[config.mk]
export PLATFORM = sky130hd
export DESIGN_NAME = dac_control_top
export DESIGN_NICKNAME = d
export VERILOG_FILES = /design/src/inc/dac_ctrl_pkg.sv /design/src/hdl/dac_chan_seq.sv /design/src/hdl/dac_control_top.sv
export VERILOG_INCLUDE_DIRS = /design/src /design/src/inc
export SDC_FILE = /design/constraint.sdc
export NUM_CORES = 1
export LEC_CHECK = 0
export BUFFER_PORTS_ARGS = -buffer_cell sky130_fd_sc_hd__buf_2
export CAP_MARGIN = 20
export CORE_ASPECT_RATIO = 1.25
export CORE_MARGIN = 1
export CORE_UTILIZATION = 45
export CTS_CLUSTER_DIAMETER = 120
export DETAILED_ROUTE_END_ITERATION = 6
export GPL_ROUTABILITY_DRIVEN = 1
export PLACE_DENSITY = 0.73
export RECOVER_POWER = 25
export SYNTH_ARGS = -nofsm -noshare
export SYNTH_HDL_FRONTEND = slang
export SYNTH_SLANG_ARGS = --single-unit
[constraint.sdc]
create_clock -name hclk -period 2.36 [get_ports hclk]
set_clock_uncertainty 0.05 [all_clocks]
set_input_delay 0.472 -clock hclk [delete_from_list [all_inputs] [get_ports hclk]]
set_output_delay 0.472 -clock hclk [all_outputs]
set_load 0.02 [all_outputs]
[src/inc/dac_ctrl_params.svh]
// Functional notes
// - Two 8-bit code registers, cleared by reset/standby.
// - Enabled channel presents stored code continuously.
// - Control register resets to 0x1F.
// - Bit 7 enables channel 1 conversion and pin.
// - Bit 6 enables channel 0 conversion and pin.
// - Bit 5 joins conversion of both channels.
// - Both enables clear stops all conversion.
// - Pin driven only by its own enable.
// - Joint bit keeps analog bias active.
// - Control bits 4..0 ignore writes, read 1.
// - Code write restarts that channel's conversion.
// - Output appears after conversion delay.
// - Output held until new code or disable.
// - Disabled channel pin is released.
`ifndef DAC_CTRL_PARAMS_SVH
`define DAC_CTRL_PARAMS_SVH

// ****************************************************************
// Register map, indices and byte addresses.
// ****************************************************************
`define DAC_IDX_CODE0 16'hFFF8
`define DAC_IDX_CODE1 16'hFFF9
`define DAC_IDX_CTRL 16'hFFFA
`define DAC_ADDR_CODE0 18'h3FFE0
`define DAC_ADDR_CODE1 18'h3FFE4
`define DAC_ADDR_CTRL 18'h3FFE8
`define DAC_ADDR_W 18

// ****************************************************************
// Fields and reset values.
// ****************************************************************
`define DAC_CODE_RESET 8'h00
`define DAC_CTRL_RESET 8'h1F
`define DAC_CTRL_RSVD 8'h1F
`define DAC_BIT_OE1 7
`define DAC_BIT_OE0 6
`define DAC_BIT_JOINT 5

// ****************************************************************
// Timing: conversion delay in ns and its cycle count at 40 MHz.
// ****************************************************************
`define DAC_CLK_PERIOD_NS 25
`define DAC_CONV_DELAY_NS 10000
`define DAC_CONV_CYCLES ((`DAC_CONV_DELAY_NS + `DAC_CLK_PERIOD_NS - 1) / `DAC_CLK_PERIOD_NS)
`define DAC_CNT_W 9

`endif

[src/inc/dac_ctrl_pkg.sv]
package dac_ctrl_pkg;

    // Per-channel state of the conversion sequencer.
    typedef enum logic [1:0] {
        CH_IDLE = 2'b00,
        CH_CONV = 2'b01,
        CH_HOLD = 2'b11
    } chan_state_t;

    // Signals to one analog converter cell.
    typedef struct packed {
        logic [7:0] code;
        logic conv_en;
        logic out_en;
        logic valid;
    } dac_cell_t;

endpackage

[src/hdl/dac_chan_seq.sv]
`timescale 1ns/1ps
`default_nettype none
`include "dac_ctrl_params.svh"

module dac_chan_seq (
    // Clock and reset.
    input wire logic hclk,
    input wire logic hresetn,
    input wire logic clk_en,
    input wire logic standby,
    // Control.
    input wire logic conv_en,
    input wire logic code_write,
    // Status.
    output logic valid
);

    // ****************************************************************
    // Conversion delay sequencer.
    // ****************************************************************
    dac_ctrl_pkg::chan_state_t state_reg;
    logic [`DAC_CNT_W-1:0] cnt_reg;

    // Counts the delay after enable or code write, then holds valid.
    always_ff @(posedge hclk or negedge hresetn) begin
        if (!hresetn) begin
            state_reg <= dac_ctrl_pkg::CH_IDLE;
            cnt_reg <= '0;
        end else if (clk_en) begin
            if (standby || !conv_en) begin
                state_reg <= dac_ctrl_pkg::CH_IDLE;
                cnt_reg <= '0;
            end else if (code_write || state_reg == dac_ctrl_pkg::CH_IDLE) begin
                state_reg <= dac_ctrl_pkg::CH_CONV;
                cnt_reg <= `DAC_CNT_W'(`DAC_CONV_CYCLES - 1);
            end else begin
                case (state_reg)
                    dac_ctrl_pkg::CH_CONV: begin
                        if (cnt_reg == '0) begin
                            state_reg <= dac_ctrl_pkg::CH_HOLD;
                        end else begin
                            cnt_reg <= cnt_reg - `DAC_CNT_W'(1);
                        end
                    end
                    dac_ctrl_pkg::CH_HOLD: begin
                        state_reg <= dac_ctrl_pkg::CH_HOLD;
                    end
                    default: begin
                        state_reg <= dac_ctrl_pkg::CH_IDLE;
                    end
                endcase
            end
        end
    end

    // Valid is registered from the next state of the sequencer.
    always_ff @(posedge hclk or negedge hresetn) begin
        if (!hresetn) begin
            valid <= 1'b0;
        end else if (clk_en) begin
            valid <= conv_en && !standby && !code_write
                && state_reg == dac_ctrl_pkg::CH_CONV && cnt_reg == '0;
            if (state_reg == dac_ctrl_pkg::CH_HOLD && conv_en && !standby && !code_write) begin
                valid <= 1'b1;
            end
        end
    end

endmodule

`default_nettype wire

[src/hdl/dac_control_top.sv]
// Design decision made here: the AHB-Lite slave port.
`timescale 1ns/1ps
`default_nettype none
`include "dac_ctrl_params.svh"

module dac_control_top (
    // Clock, reset and freeze.
    input wire logic hclk,
    input wire logic hresetn,
    input wire logic clk_en,
    input wire logic standby,
    // AHB-Lite slave.
    input wire logic hsel,
    input wire logic [31:0] haddr,
    input wire logic [1:0] htrans,
    input wire logic hwrite,
    input wire logic [2:0] hsize,
    input wire logic [31:0] hwdata,
    input wire logic hready,
    output logic [31:0] hrdata,
    output logic hreadyout,
    output logic hresp,
    // Converter cells.
    output dac_ctrl_pkg::dac_cell_t cell_ch0,
    output dac_ctrl_pkg::dac_cell_t cell_ch1,
    output logic analog_bias_en,
    // Pins: release means the pin floats as an input.
    output logic analog_pin_ch0_oe,
    output logic analog_pin_ch1_oe
);

    // ****************************************************************
    // Address decode.
    // ****************************************************************

    // Maps a byte address to a one-hot select of code0, code1, control.
    function automatic logic [2:0] reg_sel(input logic [31:0] a);
        reg_sel = 3'h0;
        if (a[`DAC_ADDR_W-1:0] == `DAC_ADDR_CODE0 && a[31:`DAC_ADDR_W] == '0) reg_sel = 3'h1;
        if (a[`DAC_ADDR_W-1:0] == `DAC_ADDR_CODE1 && a[31:`DAC_ADDR_W] == '0) reg_sel = 3'h2;
        if (a[`DAC_ADDR_W-1:0] == `DAC_ADDR_CTRL && a[31:`DAC_ADDR_W] == '0) reg_sel = 3'h4;
    endfunction

    logic [2:0] wsel_reg;
    logic [7:0] code0_reg;
    logic [7:0] code1_reg;
    logic [2:0] ctrl_reg;
    logic [2:0] ctrl_next;
    logic oe0;
    logic oe1;
    logic joint;
    logic conv0;
    logic conv1;
    logic wr0;
    logic wr1;
    logic valid0;
    logic valid1;
    logic [2:0] asel;

    assign asel = reg_sel(haddr);

    // Latches a write address phase for the following data phase.
    always_ff @(posedge hclk or negedge hresetn) begin
        if (!hresetn) begin
            wsel_reg <= 3'h0;
        end else if (clk_en && hready) begin
            wsel_reg <= (hsel && htrans[1] && hwrite) ? asel : 3'h0;
        end
    end

    assign wr0 = clk_en && wsel_reg[0];
    assign wr1 = clk_en && wsel_reg[1];

    // ****************************************************************
    // Registers.
    // ****************************************************************

    // Code registers, cleared by reset and standby.
    always_ff @(posedge hclk or negedge hresetn) begin
        if (!hresetn) begin
            code0_reg <= `DAC_CODE_RESET;
            code1_reg <= `DAC_CODE_RESET;
        end else if (clk_en) begin
            if (standby) begin
                code0_reg <= `DAC_CODE_RESET;
                code1_reg <= `DAC_CODE_RESET;
            end else begin
                if (wsel_reg[0]) code0_reg <= hwdata[7:0];
                if (wsel_reg[1]) code1_reg <= hwdata[7:0];
            end
        end
    end

    // Only bits 7..5 are stored; low bits are constant ones.
    assign ctrl_next = hwdata[`DAC_BIT_OE1:`DAC_BIT_JOINT];

    // Control register, bits 7..5 reset to zero.
    always_ff @(posedge hclk or negedge hresetn) begin
        if (!hresetn) begin
            ctrl_reg <= 3'(`DAC_CTRL_RESET >> `DAC_BIT_JOINT);
        end else if (clk_en) begin
            if (standby) begin
                ctrl_reg <= 3'(`DAC_CTRL_RESET >> `DAC_BIT_JOINT);
            end else if (wsel_reg[2]) begin
                ctrl_reg <= ctrl_next;
            end
        end
    end

    assign oe1 = ctrl_reg[2];
    assign oe0 = ctrl_reg[1];
    assign joint = ctrl_reg[0];

    // Joint mode converts both when either enable is set.
    assign conv0 = oe0 || (joint && oe1);
    assign conv1 = oe1 || (joint && oe0);

    // ****************************************************************
    // Bus answers.
    // ****************************************************************

    // Read data for the data phase; zero-wait, always OKAY.
    always_ff @(posedge hclk or negedge hresetn) begin
        if (!hresetn) begin
            hrdata <= 32'h0;
            hreadyout <= 1'b1;
            hresp <= 1'b0;
        end else if (clk_en) begin
            hreadyout <= 1'b1;
            hresp <= 1'b0;
            if (hready && hsel && htrans[1] && !hwrite) begin
                case (asel)
                    3'h1: hrdata <= {24'h0, code0_reg};
                    3'h2: hrdata <= {24'h0, code1_reg};
                    3'h4: hrdata <= {24'h0, ctrl_reg, 5'(`DAC_CTRL_RSVD)};
                    default: hrdata <= 32'h0;
                endcase
            end
        end
    end

    // ****************************************************************
    // Channel sequencers.
    // ****************************************************************
    dac_chan_seq seq0 (
        .hclk(hclk),
        .hresetn(hresetn),
        .clk_en(clk_en),
        .standby(standby),
        .conv_en(conv0),
        .code_write(wr0),
        .valid(valid0)
    );

    dac_chan_seq seq1 (
        .hclk(hclk),
        .hresetn(hresetn),
        .clk_en(clk_en),
        .standby(standby),
        .conv_en(conv1),
        .code_write(wr1),
        .valid(valid1)
    );

    // ****************************************************************
    // Converter and pin outputs.
    // ****************************************************************

    // Converter cell signals follow the stored codes and enables.
    always_ff @(posedge hclk or negedge hresetn) begin
        if (!hresetn) begin
            cell_ch0 <= '0;
            cell_ch1 <= '0;
        end else if (clk_en) begin
            cell_ch0 <= '{code: code0_reg, conv_en: conv0, out_en: oe0, valid: valid0};
            cell_ch1 <= '{code: code1_reg, conv_en: conv1, out_en: oe1, valid: valid1};
        end
    end

    // Bias stays on in joint mode, even with both pins released.
    always_ff @(posedge hclk or negedge hresetn) begin
        if (!hresetn) begin
            analog_bias_en <= 1'b0;
        end else if (clk_en) begin
            analog_bias_en <= joint || oe0 || oe1;
        end
    end

    // Each pin follows its own enable only; joint mode never drives a pin.
    always_ff @(posedge hclk or negedge hresetn) begin
        if (!hresetn) begin
            analog_pin_ch0_oe <= 1'b0;
            analog_pin_ch1_oe <= 1'b0;
        end else if (clk_en) begin
            analog_pin_ch0_oe <= oe0;
            analog_pin_ch1_oe <= oe1;
        end
    end

    // ****************************************************************
    // Checks.
    // ****************************************************************
    a_pin_own_enable: assert property (@(posedge hclk) disable iff (!hresetn)
        clk_en |=> analog_pin_ch0_oe == $past(oe0))
        else $error("pin 0 enable does not follow its own bit");

    a_joint_conv: assert property (@(posedge hclk) disable iff (!hresetn)
        (clk_en && joint && oe1 && !oe0) |=> cell_ch0.conv_en)
        else $error("joint mode failed to enable channel 0");

    a_both_off: assert property (@(posedge hclk) disable iff (!hresetn)
        (clk_en && !oe0 && !oe1) |=> (!cell_ch0.conv_en && !cell_ch1.conv_en))
        else $error("conversion on while both outputs disabled");

    a_bias_joint: assert property (@(posedge hclk) disable iff (!hresetn)
        (clk_en && joint) |=> analog_bias_en)
        else $error("bias off while joint bit set");

    a_rsvd_ones: assert property (@(posedge hclk) disable iff (!hresetn)
        (clk_en && hready && hsel && htrans[1] && !hwrite && asel == 3'h4) |=> hrdata[4:0] == 5'h1F)
        else $error("reserved control bits not read as one");

    a_standby_clr: assert property (@(posedge hclk) disable iff (!hresetn)
        (clk_en && standby) |=> (code0_reg == 8'h00 && code1_reg == 8'h00 && ctrl_reg == 3'h0))
        else $error("standby did not clear registers");

    a_write_restart: assert property (@(posedge hclk) disable iff (!hresetn)
        (wr0 && conv0 && !standby) |=> !valid0)
        else $error("code write did not restart channel 0");

    a_valid_delay: assert property (@(posedge hclk) disable iff (!hresetn)
        (clk_en && !standby && $rose(conv0)) |-> !valid0 [*8])
        else $error("channel 0 valid before conversion delay");

    a_disable_drop: assert property (@(posedge hclk) disable iff (!hresetn)
        (clk_en && !oe0) |=> !analog_pin_ch0_oe)
        else $error("pin 0 still driven after disable");

    a_pin1_enable: assert property (@(posedge hclk) disable iff (!hresetn)
        clk_en |=> analog_pin_ch1_oe == $past(oe1))
        else $error("pin 1 enable does not follow its own bit");

    a_out_en_cells: assert property (@(posedge hclk) disable iff (!hresetn)
        clk_en |=> (cell_ch1.out_en == $past(oe1) && cell_ch0.out_en == $past(oe0)))
        else $error("cell output enable does not follow its bit");

    a_code_track0: assert property (@(posedge hclk) disable iff (!hresetn)
        clk_en |=> cell_ch0.code == $past(code0_reg))
        else $error("channel 0 cell code does not follow its register");

    a_code_track1: assert property (@(posedge hclk) disable iff (!hresetn)
        clk_en |=> cell_ch1.code == $past(code1_reg))
        else $error("channel 1 cell code does not follow its register");

    a_freeze_hold: assert property (@(posedge hclk) disable iff (!hresetn)
        !clk_en |=> ($stable(cell_ch0) && $stable(cell_ch1) && $stable(analog_bias_en)))
        else $error("cell outputs moved while frozen");

    a_freeze_pins: assert property (@(posedge hclk) disable iff (!hresetn)
        !clk_en |=> ($stable(analog_pin_ch0_oe) && $stable(analog_pin_ch1_oe) && $stable(hrdata)))
        else $error("pin enables or read data moved while frozen");

    a_joint_conv1: assert property (@(posedge hclk) disable iff (!hresetn)
        (clk_en && joint && oe0 && !oe1) |=> cell_ch1.conv_en)
        else $error("joint mode failed to enable channel 1");

    a_split_conv: assert property (@(posedge hclk) disable iff (!hresetn)
        (clk_en && !joint) |=> (cell_ch0.conv_en == $past(oe0) && cell_ch1.conv_en == $past(oe1)))
        else $error("independent mode conversion does not follow own enable");

    a_write_restart1: assert property (@(posedge hclk) disable iff (!hresetn)
        (wr1 && conv1 && !standby) |=> !valid1)
        else $error("code write did not restart channel 1");

    a_valid_delay1: assert property (@(posedge hclk) disable iff (!hresetn)
        (clk_en && !standby && $rose(conv1)) |-> !valid1 [*8])
        else $error("channel 1 valid before conversion delay");

    a_disable_drop1: assert property (@(posedge hclk) disable iff (!hresetn)
        (clk_en && !oe1) |=> !analog_pin_ch1_oe)
        else $error("pin 1 still driven after disable");

    a_valid_needs_conv: assert property (@(posedge hclk) disable iff (!hresetn)
        (clk_en && !conv0) |=> !valid0)
        else $error("channel 0 valid without conversion enabled");

    a_valid_needs_conv1: assert property (@(posedge hclk) disable iff (!hresetn)
        (clk_en && !conv1) |=> !valid1)
        else $error("channel 1 valid without conversion enabled");

    a_hold_valid: assert property (@(posedge hclk) disable iff (!hresetn)
        (clk_en && valid0 && conv0 && !wr0 && !standby) |=> valid0)
        else $error("channel 0 output not held");

    a_hold_valid1: assert property (@(posedge hclk) disable iff (!hresetn)
        (clk_en && valid1 && conv1 && !wr1 && !standby) |=> valid1)
        else $error("channel 1 output not held");

    a_bus_okay: assert property (@(posedge hclk) disable iff (!hresetn)
        clk_en |=> (hreadyout && !hresp))
        else $error("bus answer not ready and okay");

    a_standby_valid: assert property (@(posedge hclk) disable iff (!hresetn)
        (clk_en && standby) |=> (!valid0 && !valid1))
        else $error("valid still set after standby");

endmodule

`default_nettype wire

* Word-level counts from Yosys, hierarchy flattened
Cells that the tools add are included.
** Storage, ports and cells
- Register bits after elaboration :: 101
- Bits of input ports :: 76
- Output and inout port bits :: 59
- Word-level logic and storage cells :: 124
** Cells by class
- $add $sub $neg :: 2
- Equality and inequality tests :: 14
- Muxes and demuxes :: 29
- Reduce and logical (&&, ||, !) cells :: 59
** Operators by type and width (count)
- $mux W9 :: 8
- $eq A18 B18 Y1 const B :: 3
- $mux W8 :: 4
- $logic_and A1 B1 Y1 :: 27
- $pmux W8 S3 :: 1
- $logic_not A9 Y1 :: 2
- $sub A9 B1 Y9 const B :: 2
- $logic_not A14 Y1 :: 1
- $mux W2 :: 7
- $mux W3 :: 4
- $reduce_and A2 Y1 :: 6
- $logic_or A1 B1 Y1 :: 8
- $ne A4 B2 Y1 const B :: 2
- $pmux W2 S2 :: 2
- $logic_not A1 Y1 :: 6
- $ne A3 B1 Y1 const B :: 2
- $reduce_and A3 Y1 :: 2
- $reduce_bool A2 Y1 :: 3
- $reduce_bool A3 Y1 :: 2
- $eq A2 B1 Y1 const B :: 2
- $eq A2 B2 Y1 const B :: 2
- $logic_not A2 Y1 :: 2
- $eq A3 B1 Y1 const B :: 1
- $eq A3 B2 Y1 const B :: 1
- other kinds (2) :: 4

* Depth between registers and ports, before layout
Gate-level depths: netlist of run 1.
- Depth in word-level cells :: 7
- Depth in mapped cells :: 6

* Modules after synthesis
Synthesis of run 1 repeated with hierarchy kept, for this count alone.
** Unflattened totals
- Cells, all modules :: 411
- Area total of the unflattened synthesis :: 4212.8 µm²
** Modules (own cells, without submodules)
- dac_control_top :: instances 1, cells an instance 249, area each 2613.8 µm², sequential area each 1326.3 µm²
- dac_chan_seq :: instances 2, cells an instance 81, area each 799.5 µm², sequential area each 300.3 µm²

* Worst setup path after synthesis of run 1
No wires, ideal clock.
- Kind :: flip-flop to flip-flop
- Start point :: reg seq1.cnt_reg[0]
- End point :: reg seq1.cnt_reg[0]
- Arrival :: 1.831 ns
- Data required time :: 2.183 ns
- Path slack :: 0.351 ns
- Cell stages (with the launch flop) :: 7
- Buffers on the path :: 0
- Clock period less this slack :: 2.009 ns
- Path through :: dfrtp_1 inv_1 ha_1 or3b_2 o31ai_4 nand2_2 mux2_1
** On the way
- Cells in the longest elaborated chain, start to end :: 5
** Ends and longest elaborated chain
- from (decl) :: line dac_chan_seq.sv:22 : logic [`DAC_CNT_W-1:0] cnt_reg;
- from (signal assigned) :: line dac_chan_seq.sv:35 : cnt_reg <= `DAC_CNT_W'(`DAC_CONV_CYCLES - 1);
- from (signal assigned) :: line dac_chan_seq.sv:42 : cnt_reg <= cnt_reg - `DAC_CNT_W'(1);
- $sub A9 B1 Y9 :: line dac_chan_seq.sv:42
- $mux W9 :: line dac_chan_seq.sv:39 : if (cnt_reg == '0) begin
- $mux W9 :: line dac_chan_seq.sv:37 : case (state_reg)
- $mux W9 :: line dac_chan_seq.sv:33 : end else if (code_write || state_reg == dac_ctrl_pkg::CH_IDLE) begin
- $mux W9 :: line dac_chan_seq.sv:30 : if (standby || !conv_en) begin
Parallel ways exist; a longest one is shown, timed or not. The select of a mux whose other input is x is not followed.
A chain may end at the register's enable or synchronous reset.

* Worst setup path after layout of run 1
Same ends and word-level chain as after synthesis.

==> results.toml, run 1 <==
[outcome]
status = "finished, final reports clean"

[detailed_routing]
first_pass_iters = 4
viasPerCell = 5.55
postRouteAntennaNets = 0
num_vias = 3079
wl_mm = 8.77
wl_per_cell_um = 15.8
drc_errors = 0
dr.first_iter.drc_count = 137

[final_layout]
fin_util_pct = 54.2
area.growth.synth_to_final_pct = 14.8
nets = 532
largest_registers = "cell_ch0 x10, cell_ch1 x10"
finalNonFillerCells = 555
drive_above_1_share_pct = 29.5
finish.instance_area_um2 = 4510
antenna_cells = 0

[place]
placed_area_um2 = 4330
dp.cells = 539
hpwl_mm = 6.48
place_congestion = 0.793
place_ws_ns = 0.147
io_buffers = 80

[timing]
hold_violations = 0
slew_headroom_pct = 29.8
max_freq_mhz = 448
rsz0062_at_grt = "no"
fin_ws_ns = 0.128
worst_pin_slew_ns = 1.05
hold_slack_ns = 0.318
maxSlewViolCount = 0
final.setup.tns_ns = 0
finalSetupViolCount = 0
period_minus_slack_ns = 2.23
min_period_over_period_pct = 94.6

[yosys]
yosys.cell_types.count = 62
synthArstFlopShare_pct = 100
ys_ff_latch = 77
avgSynthCellArea_um2 = 10.6
synth_edf_count = 0
yosys_most_used_dff = "dfrtp_1"
synth_cells = 372
ys_seq_area_share_pct = 49.0
ys_warn_count = 0
syn_area_um2 = 3930

[power_and_ir_drop]
cellPowerDensity_nw_per_um2 = 657
irDropWorstVdd_uv = 400
p_sw_mw = 0.880
p_int_mw = 2.09
sw_frac_of_total_pct = 29.7
pwr-share-comb_pct = 19.6
pwr-share-seq_pct = 49.9
leakagePower_nw = 2.21
power_mw = 2.97
p_clk_share_pct = 30.6

[critical_path]
r2r_cells = 6
crit_fanout = 8
path_class = "flip-flop to flip-flop"
worstPathRequired_ns = 2.53
critPathCaptureType = "flip-flop"
critPathArrivalTime_ns = 2.41
worst_setup_path_start_kind = "flip-flop"

[floorplanning]
initial_core_util_pct = 47.2
core_area_um2 = 8330
die-area_um2 = 9120
rows = 37
ioPinCount = 135
die_x_um = 85.6
die_h_um = 107

[clocking]
cts_tree = "done"
clockBufferDepth = 2
htreeDepth = 3
insertion_delay_ns = 0.34
postCtsSetupRepairBufs = 0
cts_buffers = 9
cts.sinks = 77
ctsHoldBuffers = 1
cts_resized = 0
clkTransAtPathRegs_ns = 0.08
cts-root-buf = "clkbuf_8"

[global_routing]
gr-usage-all-layers_pct = 20.6
antenna_found_initial = 0
first_global_vias = 3030
grt_first_pass_wirelength_mm = 14.6
grt_max_degree = 40
globalRoute.totalOverflow = 0

[hold_path]
whs_path_depth = 2
hold_path_class = "input pin to flip-flop"

[flow_run]
maxCapViolCount = 0
worst paths after layout:
check | start | endpoint | slack, ns
worst min-delay path | hwdata[4] | code1_reg[4]$_DFFE_PN0P_ | 0.32
worst max-delay path | seq1.cnt_reg[0]$_DFFE_PN0P_ | seq1.cnt_reg[0]$_DFFE_PN0P_ | 0.13
min in group asynchronous | hresetn | seq0.cnt_reg[4]$_DFFE_PN0P_ | 0.79
max in group asynchronous | hresetn | code1_reg[1]$_DFFE_PN0P_ | 0.60
worst min register to register | hrdata[7]$_DFFE_PN0P_ | hrdata[7]$_DFFE_PN0P_ | 0.44
worst max register to register | seq1.cnt_reg[0]$_DFFE_PN0P_ | seq1.cnt_reg[0]$_DFFE_PN0P_ | 0.13
area by class of cell:
class                           count  area (um^2)
Sequential cell                    77         1930
Tap cell                           97          121
Fill cell                         753         3820
Inverter                           15         56.3
Clock buffer                       14          173
Multi-Input combinational cell    262         1750
Timing Repair Buffer               89          482
Clock inverter                      1         5.00
layout by cell type (no fill, tap or decap), types with 3 or more instances in the layout:
master    count
o22a_1        3
a22oi_1       3
clkbuf_8     12
conb_1       26
buf_2        79
mux2_2       20
nand3_1       5
nor2b_1       9
dfrtp_1      77
nand4b_1      3
o31ai_1       4
nand2b_1      4
mux2i_1       6
o22ai_1       8
nand2_1      19
nand4_1       6
a211oi_1      4
nor2_1       21
inv_1        15
nor4_1        5
a31oi_1       3
a21oi_1      19
a22o_1       18
or2_2         3
buf_4         7
nor3_1        7
o21ai_0      20
clkbuf_1      3
worst max-delay path: stages, from the launching register on:
cell     delay [ns]
dfrtp_1        0.41
inv_1          0.07
ha_1           0.21
or3b_2         0.52
o31ai_4        0.36
nand2_2        0.14
mux2_1         0.35
power groups by stage:
stage | Combinational [mW] | Sequential, mW | Clock (mW)
after floorplan | 0.422 | 1.50 | 0
after global placement | 0.561 | 1.50 | 0
after detailed placement | 0.581 | 1.50 | 0
after CTS | 0.584 | 1.48 | 0.929
after global routing | 0.647 | 1.49 | 0.989
final | 0.580 | 1.48 | 0.908
cells by family (layout without fill, tap and decap cells):
family          Yosys count  in the layout  share of synthesized area (%)
mux                      28             28                           7.83
simple gates            100            100                           14.1
compound gates          105            105                           19.3
xor+xnor                  1              1                          0.223
buf+inv                  57            119                           8.75
other cells               2             26                          0.191
fa+ha+maj                 2              2                          0.636
flops                    77             77                           49.0
synthesized netlist by cell type (all sizes together), types with 2 or more instances:
| master | count | share of area [%] |
|---|---|---|
| a31oi | 3 | 0.48 |
| a32o | 2 | 0.51 |
| or3 | 3 | 0.51 |
| nor2 | 21 | 2.0 |
| o21a | 2 | 0.38 |
| mux2 | 22 | 6.3 |
| nand3 | 5 | 0.64 |
| clkbuf | 11 | 1.6 |
| dfrtp | 77 | 49 |
| o22a | 3 | 0.67 |
| buf | 30 | 5.5 |
| a2bb2oi | 2 | 0.45 |
| o2111ai | 2 | 0.45 |
| o21ai | 23 | 3.0 |
| nand4 | 6 | 0.95 |
| nor3 | 7 | 0.89 |
| nor2b | 9 | 1.4 |
| a22o | 18 | 4.0 |
| nand2 | 20 | 2.0 |
| conb | 2 | 0.19 |
| a21oi | 19 | 2.4 |
| a21boi | 2 | 0.38 |
| and2 | 3 | 0.51 |
| and3b | 3 | 0.70 |
| mux2i | 6 | 1.5 |
| o311ai | 2 | 0.45 |
| inv | 15 | 1.4 |
| ha | 2 | 0.64 |
| nand4b | 3 | 0.67 |
| o31ai | 5 | 1.3 |
| o22ai | 8 | 1.3 |
| a22oi | 3 | 0.57 |
| or2 | 3 | 0.48 |
| a211oi | 4 | 0.76 |
| nor4 | 5 | 0.80 |
| or4 | 4 | 0.89 |
| nand2b | 4 | 0.64 |
layer usage:
metal	global-route usage, %	routed length (um)	part of all wire [%]	vias up
met5	0	0	0	-
met4	9.88	219	2.5	0
met3	3.42	329	3.8	16
met2	33.9	4440	51	68
met1	26.1	3780	43	1512
li1	-	-	-	1483
No activity file was read; power rests on OpenSTA's default activity.
==> run 2: changes to the inputs <==
Settings changed: PLACE_DENSITY 0.73 to 0.7, TNS_END_PERCENT from default to 1.
==> run 2 against run 1 <==
Register-to-register slack improved by 0.02 ns. Global-route usage barely moved. Design area rose by 0.80%. Critical path depth did not move. Sequential share of layout area fell by 0.34 points.
==> results.toml, run 2 (same netlist as run 1, synthesis figures left out) <==
[outcome]
status = "finished, final reports clean"

[global_routing]
antenna_found_initial = 0
grt_first_pass_wirelength_mm = 14.6
first_global_vias = 3016
grt_max_degree = 52
gr-usage-all-layers_pct = 20.5
globalRoute.totalOverflow = 0

[critical_path]
crit_start = "seq1.cnt_reg[0]$_DFFE_PN0P_"
critPathCaptureType = "flip-flop"
r2r_cells = 6
r2r-start = "seq1.cnt_reg[0]$_DFFE_PN0P_"
path_class = "flip-flop to flip-flop"
worstPathRequired_ns = 2.55
r2r-end = "seq1.cnt_reg[1]$_DFFE_PN0P_"
rrSetupSlack_ns = 0.15
worst_setup_path_start_kind = "flip-flop"
crit_fanout = 8
critPathArrivalTime_ns = 2.39

[power_and_ir_drop]
p_sw_mw = 0.940
cellPowerDensity_nw_per_um2 = 707
pwr-share-seq_pct = 46.0
power_mw = 3.22
sw_frac_of_total_pct = 29.2
p_int_mw = 2.28
p_clk_share_pct = 36.0
leakagePower_nw = 2.22
pwr-share-comb_pct = 18.0
irDropWorstVdd_uv = 400

[timing]
hold_slack_ns = 0.319
slew_headroom_pct = 23.7
hold_violations = 0
maxSlewViolCount = 0
fin_ws_ns = 0.151
rsz0062_at_grt = "no"
finalSetupViolCount = 0
final.setup.tns_ns = 0
min_period_over_period_pct = 93.6
period_minus_slack_ns = 2.21
worst_pin_slew_ns = 1.15
max_freq_mhz = 453

[place]
io_buffers = 80
place_ws_ns = 0.177
hpwl_mm = 6.33
dp.cells = 537
place_congestion = 0.792

[detailed_routing]
num_vias = 3124
viasPerCell = 5.64
wl_met1_mm = 3.88
wl_mm = 8.81
first_pass_iters = 4
drc_errors = 0
wl_met3_um = 333
wl_per_cell_um = 15.9
top_layer_used = "met4"
wl_met2_mm = 4.43
postRouteAntennaNets = 0
dr.first_iter.drc_count = 217

[floorplanning]
ioPinCount = 135
core_area_um2 = 8330
die_x_um = 85.6
die-area_um2 = 9120
die_h_um = 107
initial_core_util_pct = 47.2
rows = 37

[clocking]
htreeDepth = 3
cts_buffers = 9
insertion_delay_ns = 0.35
clockBufferDepth = 2
cts_tree = "done"
cts-root-buf = "clkbuf_8"
cts.sinks = 77
cts_resized = 0
clkTransAtPathRegs_ns = 0.09

[hold_path]
hold_end = "code1_reg[2]$_DFFE_PN0P_"
whs_path_depth = 2
hold_path_class = "input pin to flip-flop"
min_from = "hwdata[2]"

[final_layout]
nets = 530
drive_above_1_share_pct = 29.8
finalNonFillerCells = 554
fill_cells = 760
layout_commonest_cell = "buf_2"
layout_common_cells = "buf_2, dfrtp_1, conb_1"
largest_registers = "cell_ch0 x10, cell_ch1 x10"
area.growth.synth_to_final_pct = 15.8
antenna_cells = 0
multi_input_area_um2 = 1750
register_area_um2 = 1930

[flow_run]
maxCapViolCount = 0
==> run 2: cell count changes in the layout (fill, tap and decap cells not counted), sizes merged <==
cell    previous run  this run
buf               87        83
bufinv             0         2
clkinv             1         3
clkbuf            15        14
==> run 2: layout make-up <==
cell class	instances	share of cell area, %
clock inverters	5	1.81
flip-flops and latches	77	42.3
multi-input cells	262	38.5
well taps	97	2.67
inverters	15	1.24
clock buffers	11	3.33
repair buffers	87	10.1
==> run 2: metal layers <==
metal	GRT usage, %	up-vias
li1	-	1481
met1	26.4	1563
met2	33.2	66
met3	4.74	14
met4	8.33	0
met5	0	-
==> run 2: timing repair <==
| action | in CTS | in global routing |
|---|---|---|
| endpoints found under the hold margin | 26 | 0 |
| setup buffers | 0 | 0 |
| hold buffers | 1 | 0 |
==> run 2: per-stage QoR <==
| step | utilization [%] | area, um^2 |
|---|---|---|
| after floorplan | - | 4020 |
| after global placement | 51.8 | 4320 |
| after detailed placement | 51.8 | 4320 |
| after CTS | 54.7 | 4560 |
| after global routing | 54.6 | 4550 |
| final | 54.6 | 4550 |
==> run 2: worst max-delay path by stage <==
stage / end / slack, ns / cells past startpoint
4_1_cts: seq1.cnt_reg[1]$_DFFE_PN0P_ / 0.15 / 6
3_5_place_dp: seq1.cnt_reg[1]$_DFFE_PN0P_ / 0.18 / 6
2_1_floorplan: seq1.cnt_reg[0]$_DFFE_PN0P_ / 0.35 / 6
5_1_grt: seq1.cnt_reg[0]$_DFFE_PN0P_ / 0.03 / 6
3_3_place_gp: seq1.cnt_reg[1]$_DFFE_PN0P_ / 0.22 / 6
6_report: seq1.cnt_reg[1]$_DFFE_PN0P_ / 0.15 / 6
==> run 2: worst max-delay path: stages, from the launching register on <==
cell,delay [ns]
dfrtp_1,0.41
inv_1,0.07
ha_1,0.20
or3b_2,0.53
o31ai_4,0.35
nand2_2,0.13
mux2_1,0.35
==> run 2: power groups by stage <==
| stage | clock, mW | sequential [mW] | combinational (mW) |
|---|---|---|---|
| 2_1_floorplan | 0 | 1.50 | 0.422 |
| 3_3_place_gp | 0 | 1.50 | 0.561 |
| 3_5_place_dp | 0 | 1.50 | 0.579 |
| 4_1_cts | 1.18 | 1.48 | 0.581 |
| 5_1_grt | 1.23 | 1.50 | 0.644 |
| 6_report | 1.16 | 1.48 | 0.579 |
==> run 3: changes to the inputs <==
Settings changed: CORE_UTILIZATION 45 to 40, PLACE_DENSITY 0.7 to 0.63.
==> run 3 against run 2 <==
Routed wire length up 2.0%. Largest power group unchanged. Worst setup slack better by 0.029 ns. Global-route usage down 2.6 points. Critical path type unchanged.
==> results.toml, run 3 (same netlist as run 1, synthesis figures left out) <==
[timing]
worst_pin_slew_ns = 1.01
final.setup.tns_ns = 0
fin_ws_ns = 0.180
max_freq_mhz = 459
finalSetupViolCount = 0
period_minus_slack_ns = 2.18
hold_violations = 0
rsz0062_at_grt = "no"
maxSlewViolCount = 0
slew_headroom_pct = 32.7
min_period_over_period_pct = 92.4

[clocking]
cts_buffers = 9
cts_tree = "done"
cts_resized = 0
cts.sinks = 77
clkTransAtPathRegs_ns = 0.06
cts-root-buf = "clkbuf_16"
postCtsSetupRepairBufs = 0
clockBufferDepth = 2
insertion_delay_ns = 0.33
htreeDepth = 3
ctsHoldBuffers = 0

[global_routing]
met2_usage_pct = 30.7
globalRoute.totalOverflow = 0
grt_first_pass_wirelength_mm = 14.5
gr-usage-all-layers_pct = 17.9
grt_max_degree = 43
antenna_found_initial = 0
first_global_vias = 3027
grt.busiest_layer = "met2"
met3_usage_pct = 4.17
met1_usage_pct = 21.5

[floorplanning]
die_h_um = 113
rows = 40
die_x_um = 90.7
die-area_um2 = 10200
ioPinCount = 135
core_area_um2 = 9560
initial_core_util_pct = 41.1

[place]
placed_area_um2 = 4380
hpwl_mm = 6.60
place_ws_ns = 0.194
place_congestion = 0.814
io_buffers = 80

[final_layout]
antenna_cells = 0
register_area_um2 = 1930
drive_above_1_share_pct = 30.7
fill_cells = 901
layout_commonest_cell = "buf_2"
nets = 533
layout_common_cells = "buf_2, dfrtp_1, conb_1"
multi_input_area_um2 = 1750
finish.instance_area_um2 = 4670
area.growth.synth_to_final_pct = 18.9
largest_registers = "cell_ch0 x10, cell_ch1 x10"

[critical_path]
critPathArrivalTime_ns = 2.33
cp_cell_sequence = "inv_1, ha_1, or3b_2, o31ai_4, nand2_2, mux2_1"
critical_path.top_delay_family = "simple AND/OR/NAND/NOR gates"
r2r-start = "seq1.cnt_reg[0]$_DFFE_PN0P_"
worstPathRequired_ns = 2.51
slowest_delay_ns = 0.53
cp.buffers_inverters = 1
worst_path_max_delay_cell = "or3b_2"
crit_end = "seq1.cnt_reg[0]$_DFFE_PN0P_"
path_class = "flip-flop to flip-flop"
crit_cells = 6
crit_fanout = 8
critPathCaptureType = "flip-flop"
r2r_cells = 6
rrSetupSlack_ns = 0.18
worst_setup_path_start_kind = "flip-flop"
crit_start = "seq1.cnt_reg[0]$_DFFE_PN0P_"
r2r-end = "seq1.cnt_reg[0]$_DFFE_PN0P_"

[outcome]
status = "finished, final reports clean"

[flow_run]
maxCapViolCount = 0

[hold_path]
hold_path_class = "input pin to async pin"

[detailed_routing]
postRouteAntennaNets = 0
viasPerCell = 5.35
first_pass_iters = 5
wl_per_cell_um = 15.3
dr.first_iter.drc_count = 143
num_vias = 3138
wl_mm = 8.99
drc_errors = 0

[power_and_ir_drop]
power_mw = 3.48
irDropWorstVdd_uv = 369
cellPowerDensity_nw_per_um2 = 744
leakagePower_nw = 2.26
run 3: cell types whose count changed in the layout (fill, tap and decap cells not counted), sizes merged:
cell	previous run	this run
buf	83	88
clkbuf	14	12
clkinvlp	0	2
bufinv	2	1
clkinv	3	2
dlygate4sd3	1	0
inv	15	16
run 3: cell type report:
| type | count | area share [%] |
|---|---|---|
| Clock buffer | 10 | 5.11 |
| Clock inverter | 6 | 1.53 |
| Inverter | 15 | 1.20 |
| Multi-Input combinational cell | 262 | 37.4 |
| Sequential cell | 77 | 41.2 |
| Tap cell | 126 | 3.37 |
| Timing Repair Buffer | 90 | 10.1 |
run 3: report_power, final:
part           total [mW]  switching [mW]  internal, mW
Clock                1.42           0.562         0.855
Combinational       0.580           0.352         0.228
Sequential           1.48          0.0855          1.40
Total                3.48            1.00          2.48
run 3: per-stage QoR:
stage,hold slack (ns),instances,utilization [%]
5_1_grt,0.295,586,48.9
6_report,0.203,586,48.9
3_3_place_gp,0.414,570,45.8
2_1_floorplan,0.126,396,-
3_5_place_dp,0.419,570,45.8
4_1_cts,0.0633,586,49.1
run 3: worst reg2reg max path, delay by kind of cell, from the launching register on:
kind | cells | cell delay, ns
compound gates | 1 | 0.35
simple gates | 2 | 0.67
mux | 1 | 0.34
flops | 1 | 0.40
fa+ha+maj | 1 | 0.20
buf+inv | 1 | 0.07
run 3: worst min path at each step:
stage	start	end	cells past startpoint
2_1_floorplan	hresetn	analog_bias_en$_DFFE_PN0P_	0
3_3_place_gp	hrdata[5]$_DFFE_PN0P_	hrdata[5]$_DFFE_PN0P_	2
3_5_place_dp	hresetn	seq0.cnt_reg[6]$_DFFE_PN0P_	1
4_1_cts	hresetn	seq0.cnt_reg[6]$_DFFE_PN0P_	1
5_1_grt	hresetn	seq0.cnt_reg[6]$_DFFE_PN0P_	1
6_report	hresetn	seq0.cnt_reg[6]$_DFFE_PN0P_	1
run 3: layer usage:
metal	vias up	share of wire (%)
met5	-	0
li1	1488	-
met4	0	2.4
met3	19	3.3
met2	73	52
met1	1558	43
